<file path="config.mk">
export PLATFORM = sky130hd
export DESIGN_NAME = clock_chip_gpio_control
export DESIGN_NICKNAME = d
export VERILOG_FILES = /design/src/core/gpio_ctrl_pkg.sv /design/src/core/pin_sync.sv /design/src/core/clock_chip_gpio_control.sv
export SDC_FILE = /design/constraint.sdc
export NUM_CORES = 1
export LEC_CHECK = 0
export CAP_MARGIN = 5
export CORE_ASPECT_RATIO = 1.25
export CORE_MARGIN = 4
export CORE_UTILIZATION = 45
export DETAILED_ROUTE_END_ITERATION = 10
export DONT_BUFFER_PORTS = 1
export PLACE_DENSITY = 0.65
export RECOVER_POWER = 100
export SKIP_LAST_GASP = 1
export SLEW_MARGIN = 20
export SYNTH_ARGS = -nofsm -noshare
export SYNTH_HDL_FRONTEND = slang
export SYNTH_SLANG_ARGS = --single-unit
</file>
<file path="constraint.sdc">
create_clock -name core_clk -period 2.2 [get_ports core_clk]
set_input_delay 0.44 -clock core_clk [delete_from_list [all_inputs] [get_ports core_clk]]
set_output_delay 0.44 -clock core_clk [all_outputs]
set_load 0.05 [all_outputs]
</file>
<file path="src/core/gpio_ctrl_pkg.sv">
// Constants, register map and carrier types for the GPIO control block.
// Assumes a single core clock domain and an 8-bit register port.
`default_nettype none

package gpio_ctrl_pkg;

  // Pin count and register data width
  localparam int GPIO_PINS = 4;
  localparam int DATA_W    = 8;
  localparam int ADDR_W    = 16;
  localparam int SEL_W     = 3;

  // Register offsets
  localparam logic [ADDR_W-1:0] ADDR_DIR       = 16'h0030;
  localparam logic [ADDR_W-1:0] ADDR_IN_SEL2   = 16'h0031;
  localparam logic [ADDR_W-1:0] ADDR_IN_SEL1   = 16'h0032;
  localparam logic [ADDR_W-1:0] ADDR_IN_SEL0   = 16'h0033;
  localparam logic [ADDR_W-1:0] ADDR_OUT_SEL2  = 16'h0034;
  localparam logic [ADDR_W-1:0] ADDR_OUT_SEL1  = 16'h0035;
  localparam logic [ADDR_W-1:0] ADDR_OUT_SEL0  = 16'h0036;
  localparam logic [ADDR_W-1:0] ADDR_RESERVED  = 16'h0037;
  localparam logic [ADDR_W-1:0] ADDR_OUT_VAL   = 16'h0038;
  localparam logic [ADDR_W-1:0] ADDR_IN_VAL    = 16'h020C;

  // Values after reset
  localparam logic [GPIO_PINS-1:0] DIR_RESET     = 4'h0;
  localparam logic [SEL_W-1:0]     IN_SEL_RESET  = 3'h1;
  localparam logic [SEL_W-1:0]     OUT_SEL_RESET = 3'h0;
  localparam logic [GPIO_PINS-1:0] OUT_VAL_RESET = 4'h0;

  // Function codes
  localparam logic [SEL_W-1:0] IN_FN_GP      = 3'h0;
  localparam logic [SEL_W-1:0] IN_FN_CTRL    = 3'h1;
  localparam logic [SEL_W-1:0] OUT_FN_SW     = 3'h0;
  localparam logic [SEL_W-1:0] OUT_FN_STATUS = 3'h1;

  // Pins with dedicated input roles
  localparam int PIN_REF_SEL = 2;
  localparam int PIN_OE_SEL1 = 1;
  localparam int PIN_OE_SEL0 = 0;

  // Register request from the serial management engine
  typedef struct packed {
    logic [ADDR_W-1:0] addr;
    logic              wr;
    logic              rd;
    logic [DATA_W-1:0] wdata;
  } regReq_t;

  // PLL status flags, one per pin in pin order
  typedef struct packed {
    logic lossOfLock;
    logic losRef0;
    logic losRef1;
    logic holdover;
  } pllStatus_t;

endpackage

`default_nettype wire

</file>
<file path="src/core/pin_sync.sv">
// Two-stage synchroniser for a group of asynchronous pin levels.
// Assumes the pins are quasi-static compared with core_clk.
`timescale 1ns/1ps
`default_nettype none

module pin_sync #(
  parameter int WIDTH = 4
) (
  // Clock and control
  input  wire logic             core_clk,
  input  wire logic             srst,
  input  wire logic             ce,
  // Levels
  input  wire logic [WIDTH-1:0] d,
  output logic      [WIDTH-1:0] q
);

  logic [WIDTH-1:0] meta_q;
  logic [WIDTH-1:0] sync_q;

  // First stage feeds only the second stage
  always_ff @(posedge core_clk) begin
    if (srst) begin
      meta_q <= '0;
      sync_q <= '0;
    end else if (ce) begin
      meta_q <= d;
      sync_q <= meta_q;
    end
  end

  assign q = sync_q;

endmodule

`default_nettype wire

</file>
<file path="src/core/clock_chip_gpio_control.sv">
// GPIO control block: direction, input and output function selects.
// Assumes register requests come from the serial management engine on core_clk.
//
// How it works
// - Each pin has a direction bit, 0 input and 1 output, all resetting to 0.
// - Pins used as plain inputs show their level in the read-only register at 0x020C.
// - Pin 3 as input with select 000 mirrors into bit 3; no other code acts on pin 3.
// - Pin 2 as input with select 001 drives manual reference select, with 000 it mirrors into bit 2.
// - Pin 1 as input with select 001 drives output enable select bit 1, with 000 it mirrors into bit 1.
// - An input function select acts only while its pin is an input.
// - All input function selects reset to 001.
// - Input selects sit as bit planes at 0x31..0x33 and direction at 0x30, pin n in bit n.
// - Output selects sit as bit planes at 0x34..0x36, output values at 0x38, 0x37 reserved.
// - An output pin with select 000 drives its output value bit.
// - Pin 0 as output with select 001 drives the holdover flag.
// - Pin 3 as output with select 001 drives the loss-of-lock flag.
// - Pin 0 as input with select 001 drives output enable select bit 0.
`timescale 1ns/1ps
`default_nettype none

module clock_chip_gpio_control #(
  parameter int NUM_PINS = gpio_ctrl_pkg::GPIO_PINS
) (
  // Clock, reset, enable
  input  wire logic                              core_clk,
  input  wire logic                              srst,
  input  wire logic                              ce,
  // Register port
  input  wire gpio_ctrl_pkg::regReq_t            regReq,
  output logic [gpio_ctrl_pkg::DATA_W-1:0]       regRdData,
  output logic                                   regRdValid,
  // PLL status
  input  wire gpio_ctrl_pkg::pllStatus_t         pllStatus,
  // Pins
  input  wire logic [NUM_PINS-1:0]               gpioIn,
  output logic      [NUM_PINS-1:0]               gpioOut,
  output logic      [NUM_PINS-1:0]               gpioOe,
  // Control functions
  output logic                                   manualRefSelect,
  output logic      [1:0]                        outputEnableSelect
);

  localparam int SW = gpio_ctrl_pkg::SEL_W;

  logic [NUM_PINS-1:0] dir_q;
  logic [NUM_PINS-1:0] inPlane_q [SW];
  logic [NUM_PINS-1:0] outPlane_q [SW];
  logic [NUM_PINS-1:0] outVal_q;
  logic [NUM_PINS-1:0] inPinValues_q;
  logic [NUM_PINS-1:0] inPinValues_d;
  logic [NUM_PINS-1:0] pinOut_d;
  logic [NUM_PINS-1:0] pinLvl;
  logic [NUM_PINS-1:0] statusVec;
  logic [SW-1:0]       inSel  [NUM_PINS];
  logic [SW-1:0]       outSel [NUM_PINS];
  logic                manualRef_d;
  logic [1:0]          oeSel_d;
  logic [gpio_ctrl_pkg::DATA_W-1:0] rdData_d;
  logic                wrHit;

  assign wrHit     = ce && regReq.wr;
  assign statusVec = pllStatus;

  // Pin synchroniser
  pin_sync #(
    .WIDTH (NUM_PINS)
  ) u_pinSync (
    .core_clk (core_clk),
    .srst     (srst),
    .ce       (ce),
    .d        (gpioIn),
    .q        (pinLvl)
  );

  // Direction register
  always_ff @(posedge core_clk) begin
    if (srst) begin
      dir_q <= gpio_ctrl_pkg::DIR_RESET;
    end else if (wrHit && regReq.addr == gpio_ctrl_pkg::ADDR_DIR) begin
      dir_q <= regReq.wdata[NUM_PINS-1:0];
    end
  end

  // Select bit planes
  always_ff @(posedge core_clk) begin
    for (int b = 0; b < SW; b++) begin
      if (srst) begin
        inPlane_q[b]  <= {NUM_PINS{gpio_ctrl_pkg::IN_SEL_RESET[b]}};
        outPlane_q[b] <= {NUM_PINS{gpio_ctrl_pkg::OUT_SEL_RESET[b]}};
      end else if (wrHit) begin
        if (regReq.addr == gpio_ctrl_pkg::ADDR_IN_SEL0 - 16'(b)) begin
          inPlane_q[b] <= regReq.wdata[NUM_PINS-1:0];
        end
        if (regReq.addr == gpio_ctrl_pkg::ADDR_OUT_SEL0 - 16'(b)) begin
          outPlane_q[b] <= regReq.wdata[NUM_PINS-1:0];
        end
      end
    end
  end

  // Output value register
  always_ff @(posedge core_clk) begin
    if (srst) begin
      outVal_q <= gpio_ctrl_pkg::OUT_VAL_RESET;
    end else if (wrHit && regReq.addr == gpio_ctrl_pkg::ADDR_OUT_VAL) begin
      outVal_q <= regReq.wdata[NUM_PINS-1:0];
    end
  end

  // Per-pin function decode
  for (genvar n = 0; n < NUM_PINS; n++) begin : g_pin
    assign inSel[n]  = {inPlane_q[2][n], inPlane_q[1][n], inPlane_q[0][n]};
    assign outSel[n] = {outPlane_q[2][n], outPlane_q[1][n], outPlane_q[0][n]};

    // Mirror only plain inputs
    assign inPinValues_d[n] = !dir_q[n] && inSel[n] == gpio_ctrl_pkg::IN_FN_GP
                              ? pinLvl[n] : 1'b0;

    // Reserved codes drive low
    always_comb begin
      case (outSel[n])
        gpio_ctrl_pkg::OUT_FN_SW:     pinOut_d[n] = outVal_q[n];
        gpio_ctrl_pkg::OUT_FN_STATUS: pinOut_d[n] = statusVec[n];
        default:                      pinOut_d[n] = 1'b0;
      endcase
    end
  end

  // Dedicated control roles, inactive outside input mode
  assign manualRef_d = !dir_q[gpio_ctrl_pkg::PIN_REF_SEL]
                       && inSel[gpio_ctrl_pkg::PIN_REF_SEL] == gpio_ctrl_pkg::IN_FN_CTRL
                       && pinLvl[gpio_ctrl_pkg::PIN_REF_SEL];
  assign oeSel_d[1]  = !dir_q[gpio_ctrl_pkg::PIN_OE_SEL1]
                       && inSel[gpio_ctrl_pkg::PIN_OE_SEL1] == gpio_ctrl_pkg::IN_FN_CTRL
                       && pinLvl[gpio_ctrl_pkg::PIN_OE_SEL1];
  assign oeSel_d[0]  = !dir_q[gpio_ctrl_pkg::PIN_OE_SEL0]
                       && inSel[gpio_ctrl_pkg::PIN_OE_SEL0] == gpio_ctrl_pkg::IN_FN_CTRL
                       && pinLvl[gpio_ctrl_pkg::PIN_OE_SEL0];

  // Registered pin and control outputs
  always_ff @(posedge core_clk) begin
    if (srst) begin
      gpioOut            <= '0;
      gpioOe             <= '0;
      inPinValues_q      <= '0;
      manualRefSelect    <= 1'b0;
      outputEnableSelect <= 2'h0;
    end else if (ce) begin
      gpioOut            <= pinOut_d & dir_q;
      gpioOe             <= dir_q;
      inPinValues_q      <= inPinValues_d;
      manualRefSelect    <= manualRef_d;
      outputEnableSelect <= oeSel_d;
    end
  end

  // Read mux, reserved bits and unmapped addresses read zero
  always_comb begin
    rdData_d = '0;
    case (regReq.addr)
      gpio_ctrl_pkg::ADDR_DIR:      rdData_d[NUM_PINS-1:0] = dir_q;
      gpio_ctrl_pkg::ADDR_IN_SEL2:  rdData_d[NUM_PINS-1:0] = inPlane_q[2];
      gpio_ctrl_pkg::ADDR_IN_SEL1:  rdData_d[NUM_PINS-1:0] = inPlane_q[1];
      gpio_ctrl_pkg::ADDR_IN_SEL0:  rdData_d[NUM_PINS-1:0] = inPlane_q[0];
      gpio_ctrl_pkg::ADDR_OUT_SEL2: rdData_d[NUM_PINS-1:0] = outPlane_q[2];
      gpio_ctrl_pkg::ADDR_OUT_SEL1: rdData_d[NUM_PINS-1:0] = outPlane_q[1];
      gpio_ctrl_pkg::ADDR_OUT_SEL0: rdData_d[NUM_PINS-1:0] = outPlane_q[0];
      gpio_ctrl_pkg::ADDR_OUT_VAL:  rdData_d[NUM_PINS-1:0] = outVal_q;
      gpio_ctrl_pkg::ADDR_IN_VAL:   rdData_d[NUM_PINS-1:0] = inPinValues_q;
      default:                      rdData_d = '0;
    endcase
  end

  // Read answer one cycle after the request
  always_ff @(posedge core_clk) begin
    if (srst) begin
      regRdData  <= '0;
      regRdValid <= 1'b0;
    end else if (ce) begin
      regRdValid <= regReq.rd;
      if (regReq.rd) begin
        regRdData <= rdData_d;
      end
    end else begin
      regRdValid <= 1'b0;
    end
  end

  // Checks
  property p_resetValues;
    @(posedge core_clk) disable iff (srst)
      $past(srst) |-> dir_q == gpio_ctrl_pkg::DIR_RESET && gpioOe == '0
                      && inPlane_q[0] == '1 && inPlane_q[1] == '0 && inPlane_q[2] == '0;
  endproperty
  a_resetValues: assert property (p_resetValues) else $error("Reset values wrong");

  property p_selReset;
    @(posedge core_clk) disable iff (srst)
      $past(srst) |-> inSel[1] == 3'h1 && inSel[2] == 3'h1 && inSel[3] == 3'h1;
  endproperty
  a_selReset: assert property (p_selReset) else $error("Input selects not 001 after reset");

  property p_mirrorPin3;
    @(posedge core_clk) disable iff (srst)
      ce && !dir_q[3] && inSel[3] == 3'h0 |=> inPinValues_q[3] == $past(pinLvl[3]);
  endproperty
  a_mirrorPin3: assert property (p_mirrorPin3) else $error("Pin 3 level not mirrored");

  property p_pin3NoCtrl;
    @(posedge core_clk) disable iff (srst)
      ce && inSel[3] != 3'h0 |=> inPinValues_q[3] == 1'b0;
  endproperty
  a_pin3NoCtrl: assert property (p_pin3NoCtrl) else $error("Pin 3 mirrored under other code");

  property p_refSelect;
    @(posedge core_clk) disable iff (srst)
      ce && !dir_q[2] && inSel[2] == 3'h1 |=> manualRefSelect == $past(pinLvl[2]) && !inPinValues_q[2];
  endproperty
  a_refSelect: assert property (p_refSelect) else $error("Reference select not following pin 2");

  property p_oeSel1;
    @(posedge core_clk) disable iff (srst)
      ce && !dir_q[1] && inSel[1] == 3'h1 |=> outputEnableSelect[1] == $past(pinLvl[1]);
  endproperty
  a_oeSel1: assert property (p_oeSel1) else $error("Enable select bit 1 not following pin 1");

  property p_oeSel0;
    @(posedge core_clk) disable iff (srst)
      ce && !dir_q[0] && inSel[0] == 3'h1 |=> outputEnableSelect[0] == $past(pinLvl[0]);
  endproperty
  a_oeSel0: assert property (p_oeSel0) else $error("Enable select bit 0 not following pin 0");

  property p_outModeIgnoresIn;
    @(posedge core_clk) disable iff (srst)
      ce && dir_q[2] |=> !manualRefSelect && gpioOe[2] && !inPinValues_q[2];
  endproperty
  a_outModeIgnoresIn: assert property (p_outModeIgnoresIn) else $error("Input role active in output mode");

  property p_holdover;
    @(posedge core_clk) disable iff (srst)
      ce && dir_q[0] && outSel[0] == 3'h1 |=> gpioOut[0] == $past(pllStatus.holdover);
  endproperty
  a_holdover: assert property (p_holdover) else $error("Pin 0 not showing holdover");

  property p_lossOfLock;
    @(posedge core_clk) disable iff (srst)
      ce && dir_q[3] && outSel[3] == 3'h1 |=> gpioOut[3] == $past(pllStatus.lossOfLock);
  endproperty
  a_lossOfLock: assert property (p_lossOfLock) else $error("Pin 3 not showing loss of lock");

  property p_swOut;
    @(posedge core_clk) disable iff (srst)
      ce && dir_q[1] && outSel[1] == 3'h0 |=> gpioOut[1] == $past(outVal_q[1]) && gpioOe[1];
  endproperty
  a_swOut: assert property (p_swOut) else $error("Pin 1 not driving software value");

  property p_planeWrite;
    @(posedge core_clk) disable iff (srst)
      ce && regReq.wr && regReq.addr == 16'h0031 |=> inPlane_q[2] == $past(regReq.wdata[3:0]);
  endproperty
  a_planeWrite: assert property (p_planeWrite) else $error("Plane 2 write lost");

  property p_outPlaneRead;
    @(posedge core_clk) disable iff (srst)
      ce && regReq.rd && !regReq.wr && regReq.addr == 16'h0036
        |=> regRdValid && regRdData == {4'h0, $past(outPlane_q[0])};
  endproperty
  a_outPlaneRead: assert property (p_outPlaneRead) else $error("Plane 0 readback wrong");

  property p_syncDepth;
    @(posedge core_clk) disable iff (srst)
      ce ##1 ce |=> pinLvl == $past(gpioIn, 2);
  endproperty
  a_syncDepth: assert property (p_syncDepth) else $error("Synchroniser depth wrong");

  // Enable low freezes pins, controls and registers, and drops the read valid
  property p_ceFreeze;
    @(posedge core_clk) disable iff (srst)
      !ce |=> $stable(dir_q) && $stable(gpioOut) && $stable(manualRefSelect) && !regRdValid;
  endproperty
  a_ceFreeze: assert property (p_ceFreeze) else $error("State moved while enable low");

  // Reserved slot reads zero
  property p_reservedRead;
    @(posedge core_clk) disable iff (srst)
      ce && regReq.rd && regReq.addr == gpio_ctrl_pkg::ADDR_RESERVED |=> regRdData == 8'h00;
  endproperty
  a_reservedRead: assert property (p_reservedRead) else $error("Reserved slot not reading zero");

  // Reserved output code drives low
  property p_reservedOut;
    @(posedge core_clk) disable iff (srst)
      ce && dir_q[1] && outSel[1] == 3'h2 |=> !gpioOut[1];
  endproperty
  a_reservedOut: assert property (p_reservedOut) else $error("Reserved output code driving pin");

  c_refSelect: cover property (@(posedge core_clk) disable iff (srst) $rose(manualRefSelect));
  c_holdoverOut: cover property (@(posedge core_clk) disable iff (srst) dir_q[0] && outSel[0] == 3'h1 && gpioOut[0]);
  c_plainInput: cover property (@(posedge core_clk) disable iff (srst) inPinValues_q[3]);
  c_readValues: cover property (@(posedge core_clk) disable iff (srst) regRdValid && regRdData != '0);
  c_ceLow: cover property (@(posedge core_clk) disable iff (srst) !ce ##1 !ce);

endmodule

`default_nettype wire

</file>
### Word-level counts from Yosys, hierarchy flattened

Memory sizes are Yosys's and may differ from the RTL's.
Cells that the tools add are included.
Widths: inputs -> output; s select.

| word-level totals | value |
|---|---|
| register bits | 36 |
| RAM bits | 24 |
| input port bits | 37 |
| output and inout port bits | 20 |
| word-level logic and storage cells | 105 |
| memories | 2 |

| cells by class | value |
|---|---|
| eq/ne operators | 16 |
| muxes and demuxes | 41 |
| bitwise operators | 8 |
| reduce and logical (&&, ||, !) cells | 27 |

Memories:

| name | depth | bits a word | rd ports | clocked after Yosys merged registers in | wr ports | line | RTL |
|---|---|---|---|---|---|---|---|
| inPlane_q | 3 | 4 | 3 | 0 | 3 | clock_chip_gpio_control.sv:46 | `logic [NUM_PINS-1:0] inPlane_q [SW];` |
| outPlane_q | 3 | 4 | 3 | 0 | 3 | clock_chip_gpio_control.sv:47 | `logic [NUM_PINS-1:0] outPlane_q [SW];` |

Operator list:

| kind | number |
|---|---|
| $eq 16x6->1 const B | 8 |
| $pmux 4 s9 | 1 |
| $mux 1 | 30 |
| $logic_not 3->1 | 8 |
| $mux 4 | 6 |
| $eq 3x1->1 const B | 7 |
| $eq 16x10->1 const B | 1 |
| $logic_and 1x1->1 | 13 |
| $pmux 1 s2 | 4 |
| $or 1x1->1 | 6 |
| $and 4x4->4 | 1 |
| $logic_not 1->1 | 4 |
| $reduce_and 2->1 | 1 |
| $reduce_or 2->1 | 1 |
| $not 1->1 | 1 |

### Depth between registers and ports, before layout

| logic depth | value |
|---|---|
| depth after elaboration | 6 |
| mapped depth | 7 |
| depth with buffers taken out | 5 |

### Cells and area by module

Synthesis repeated with hierarchy kept, for this count alone.

| unflattened totals | value |
|---|---|
| cell total of the unflattened synthesis | 296 |
| area total of the unflattened synthesis | 2,896.5 µm² |

Modules (own cells, without submodules):

| module | instances | cells an instance | area each (µm²) | seq. area each (µm²) |
|---|---|---|---|---|
| clock_chip_gpio_control | 1 | 270 | 2,611.3 | 1,281.2 |
| pin_sync | 1 | 26 | 285.3 | 160.2 |

### Worst setup path after synthesis

OpenSTA, ideal clock, no wires.

| timing path | value |
|---|---|
| path type | input -> register |
| from | in regReq[18] (netlist bit) |
| to | mem inPlane_q[2][0] (netlist bit), enable pin |
| setup time | 338 ps |
| data arrival time | 1,984 ps |
| required time | 1,862 ps |
| setup slack | -122 ps |
| cell stages on the path | 4 |
| path buffers | 0 |
| path through | or4_4 -> nor4_4 -> nand3_1 -> o21bai_1 |

RTL lines:

| element | line | RTL |
|---|---|---|
| from (decl) | clock_chip_gpio_control.sv:29 | `input wire gpio_ctrl_pkg::regReq_t regReq,` |
| to (decl) | clock_chip_gpio_control.sv:46 |  |

==> impl_metrics.tcl <==
set metrics [dict create \
    wirelength_mm 7.22 \
    routed_length_per_placed_instance_um 19.0 \
    synth_enable_flop_cells 24 \
    initialDrtViolationCount 177 \
    via_count 2253 \
    synth.yosys.seq_area_share 0.514 \
    globalRouteMet3Util 0.0674 \
    worst_ep_arrival_time_ns 1.99 \
    clk_pin_slew_ns 0.07 \
    ir_worst_vdd_uv 404 \
    die-area_um2 7570 \
    ys_warn_count 0 \
    power_per_cell_area_nw_per_um2 757 \
    maxSlewViolCount 0 \
    hold_violations 0 \
    sinks_on_clock_net 60 \
    setup.worst_path.class "in2reg" \
    post_route_cells_drive_above_1_share 0.130 \
    grt_util_all_layers 0.206 \
    achievable-frequency_ghz 0.501 \
    globalRouteMet2Util 0.319 \
    hpwl_reported_at_the_end_of_detailed_placement_mm 5.21 \
    die-width_um 78.6 \
    antennaDiodeCount 0 \
    core_area_um2 5930 \
    clock_tree_from_tritoncts "done" \
    worstSetupStartpointType "input port" \
    synthArstFlopShare 0 \
    cell_area_synth_um2 2810 \
    postRouteAntennaNets 0 \
    synth_top_family_by_area "simple AND/OR/NAND/NOR gates" \
    antenna_found_initial 0 \
    die_h_um 96.3 \
    port-buffer-count 0 \
    postCtsSetupRepairBufs 0 \
    critPathRequiredTime_ns 2.19 \
    synth-simple-area-share 0.220 \
    period_needed_ns 2.00 \
    netlist.area_leader.share 0.257 \
    ctsHtreeMaxLevel 3 \
    worst_hold_slack_across_all_endpoints_ns 0.165 \
    overall_power_of_the_completed_layout_uw 2360 \
    synth.top_cells.by_area "dfxtp_1 (26%), edfxtp_1 (26%), mux2i_1 (8.9%)" \
    synth.avg_cell_area_um2 9.95 \
    io_pins 57 \
    grt_start_max_net_pins 43 \
    adder_cell_fraction_of_synth_area 0 \
    initial_utilization 0.473 \
    grt_pass1_wl_mm 11.6 \
    layout_worst_path_cycle_share 0.908 \
    synthDistinctLibCells 42 \
    worst_hold_path_type "in2reg" \
    synthFlopType "dfxtp_1" \
    cell_count_after_synthesis 282 \
    tritoncts.num_buffers 9 \
    max-cap-violations 0 \
    clockBufferDepth 2 \
    grt_setup_unrepaired "no" \
    worstMarginPinSlew_ns 0.556 \
    top_usage_layer "met2" \
    synth.mux.area_fraction 0.0972 \
    grt.overflow.total 0 \
    finalClockSkew_ns 0.00876 \
    yosys_register_bits 60 \
    area_fraction_in_compound_gates_after_synthesis 0.134 \
    grt_pass1_vias 2180 \
    fraction_of_the_core_area_covered_by_cells_at_the_end_of_the_flow 0.526 \
    cts-resized-gates 0 \
    std_cell_rows 31 \
    cts-root-buf "clkbuf_8" \
    result_of_the_run "complete, no violations" \
    report.final.setup_viol 0 \
    worst_slew_margin_relative_to_its_limit 0.629 \
    grtUsageMet1 0.250 \
    hold_buffers 0 \
    finalWeightedCongestion 0.898 \
    syn2layout_area_growth_pct 11.3 \
    leakage_uw 0.00112 \
    cp-end-kind "flop" \
    synth_xor_xnor_area_share 0 \
    worst-path-max-fanout 10 \
    iteration_count_of_the_initial_detailed_routing_pass 5 \
    drc 0 \
    clk-insertion-delay-late_ns 0.34 \
    synthDominantAreaCellType "dfxtp_1" \
    fin_nets 331 \
    avg_vias_per_cell 5.91 \
]
[layer usage]
layer,part of all wire,vias up
li1,-,1046
met1,0.40,1081
met2,0.46,107
met3,0.097,19
met4,0.035,0
met5,0,-
[flip-flops by register name, indices dropped and copies added, names as in the netlist]
signal	cells
outVal_q	4
regRdData	4
u_pinSync.meta_q	4
dir_q	4
gpioOut	4
outputEnableSelect	2
outPlane_q	12
regRdValid	1
inPinValues_q	4
manualRefSelect	1
u_pinSync.q	4
gpioOe	4
inPlane_q	12
[where the power goes]
group / total, µW / leakage (µW) / internal (µW) / switching (µW)
combinational: 125 / 0.000493 / 51.2 / 74.0
sequential: 1210 / 0.000521 / 1190 / 28.0
clock: 1030 / 0.000109 / 577 / 449
[layout by cell type, fill, tap and decap left out, drive strengths merged, types with 2 or more instances in the layout]
cell type | synthesis | routed
nor2b | 7 | 7
o21ai | 6 | 6
nand3 | 13 | 13
conb | 1 | 4
or4 | 2 | 2
a32oi | 4 | 4
mux2i | 25 | 25
buf | 5 | 9
nor3 | 3 | 3
a21oi | 10 | 10
nand2b | 4 | 4
nor4 | 8 | 8
inv | 3 | 4
a2bb2oi | 3 | 3
clkbuf | 13 | 19
a22o | 5 | 5
and2 | 2 | 2
o2bb2ai | 2 | 2
o21bai | 6 | 6
edfxtp | 24 | 24
clkinv | 0 | 2
a22oi | 6 | 6
dfxtp | 36 | 36
nor2 | 55 | 55
mux2 | 2 | 2
o221a | 4 | 4
nand4 | 3 | 3
and3 | 2 | 2
nand3b | 2 | 2
nand2 | 17 | 17
[worst max-delay path: stages]
cell      delay (ns)
or4_4           0.53
nor4_1          0.32
buf_4           0.25
nand3_1         0.10
o21bai_1        0.35
[area by class of cell]
type | count | area, µm²
multi-input cells | 204 | 1260
fillers | 583 | 2810
well taps | 82 | 103
repair buffers | 16 | 95.1
clock buffers | 12 | 188
flip-flops and latches | 60 | 1440
clock inverters | 4 | 26.3
inverters | 3 | 11.3
[metrics by stage]
stage | instances | setup TNS (ns) | worst slack, ns | area [µm²]
final | 381 | 0 | 0.203 | 3120
after global routing | 381 | 0 | 0.118 | 3120
after CTS | 381 | 0 | 0.316 | 3200
after detailed placement | 365 | -0.363 | -0.0423 | 2990
after global placement | 365 | -0.168 | -0.0360 | 2990
after floorplan | 285 | -1.03 | -0.0585 | 2850
[cell families after synthesis]
| kind of cell | Yosys count |
|---|---|
| other | 1 |
| AND/OR/NAND/NOR | 122 |
| flip-flops | 60 |
| buffers and inverters | 21 |
| multiplexers | 27 |
| AO/OA/AOI/OAI | 51 |
[cell usage after synthesis (2+ instances only)]
| master | n |
|---|---|
| nor2_1 | 55 |
| dfxtp_1 | 36 |
| mux2i_1 | 25 |
| edfxtp_1 | 24 |
| nand2_1 | 17 |
| clkbuf_1 | 13 |
| nand3_1 | 13 |
| a21oi_1 | 10 |
| nor2b_1 | 7 |
| a22oi_1 | 6 |
| o21bai_1 | 6 |
| a22o_1 | 5 |
| nor4_1 | 5 |
| o21ai_0 | 5 |
| a32oi_1 | 4 |
| buf_4 | 4 |
| nand2b_1 | 4 |
| o221a_2 | 4 |
| a2bb2oi_1 | 3 |
| inv_1 | 3 |
| nand4_1 | 3 |
| nor3_1 | 3 |
| and2_1 | 2 |
| and3_1 | 2 |
| mux2_2 | 2 |
| nand3b_1 | 2 |
| nor4_4 | 2 |
| o2bb2ai_1 | 2 |
| or4_4 | 2 |
[path summary, 6_finish.rpt]
kind / end / slack, ns / cells after the start / startpoint
worst max register to register: regRdData[2]$_SDFFE_PP0P_ / 0.84 / 4 / outPlane_q[1][2]$_SDFFCE_PN0P_
worst min register to register: inPinValues_q[3]$_SDFFE_PP0P_ / 0.47 / 2 / inPinValues_q[3]$_SDFFE_PP0P_
worst max-delay path: inPlane_q[1][0]$_SDFFCE_PN0P_ / 0.20 / 5 / regReq[18]
worst min-delay path: inPinValues_q[3]$_SDFFE_PP0P_ / 0.17 / 1 / srst
Power figures use the tool's default switching activity.
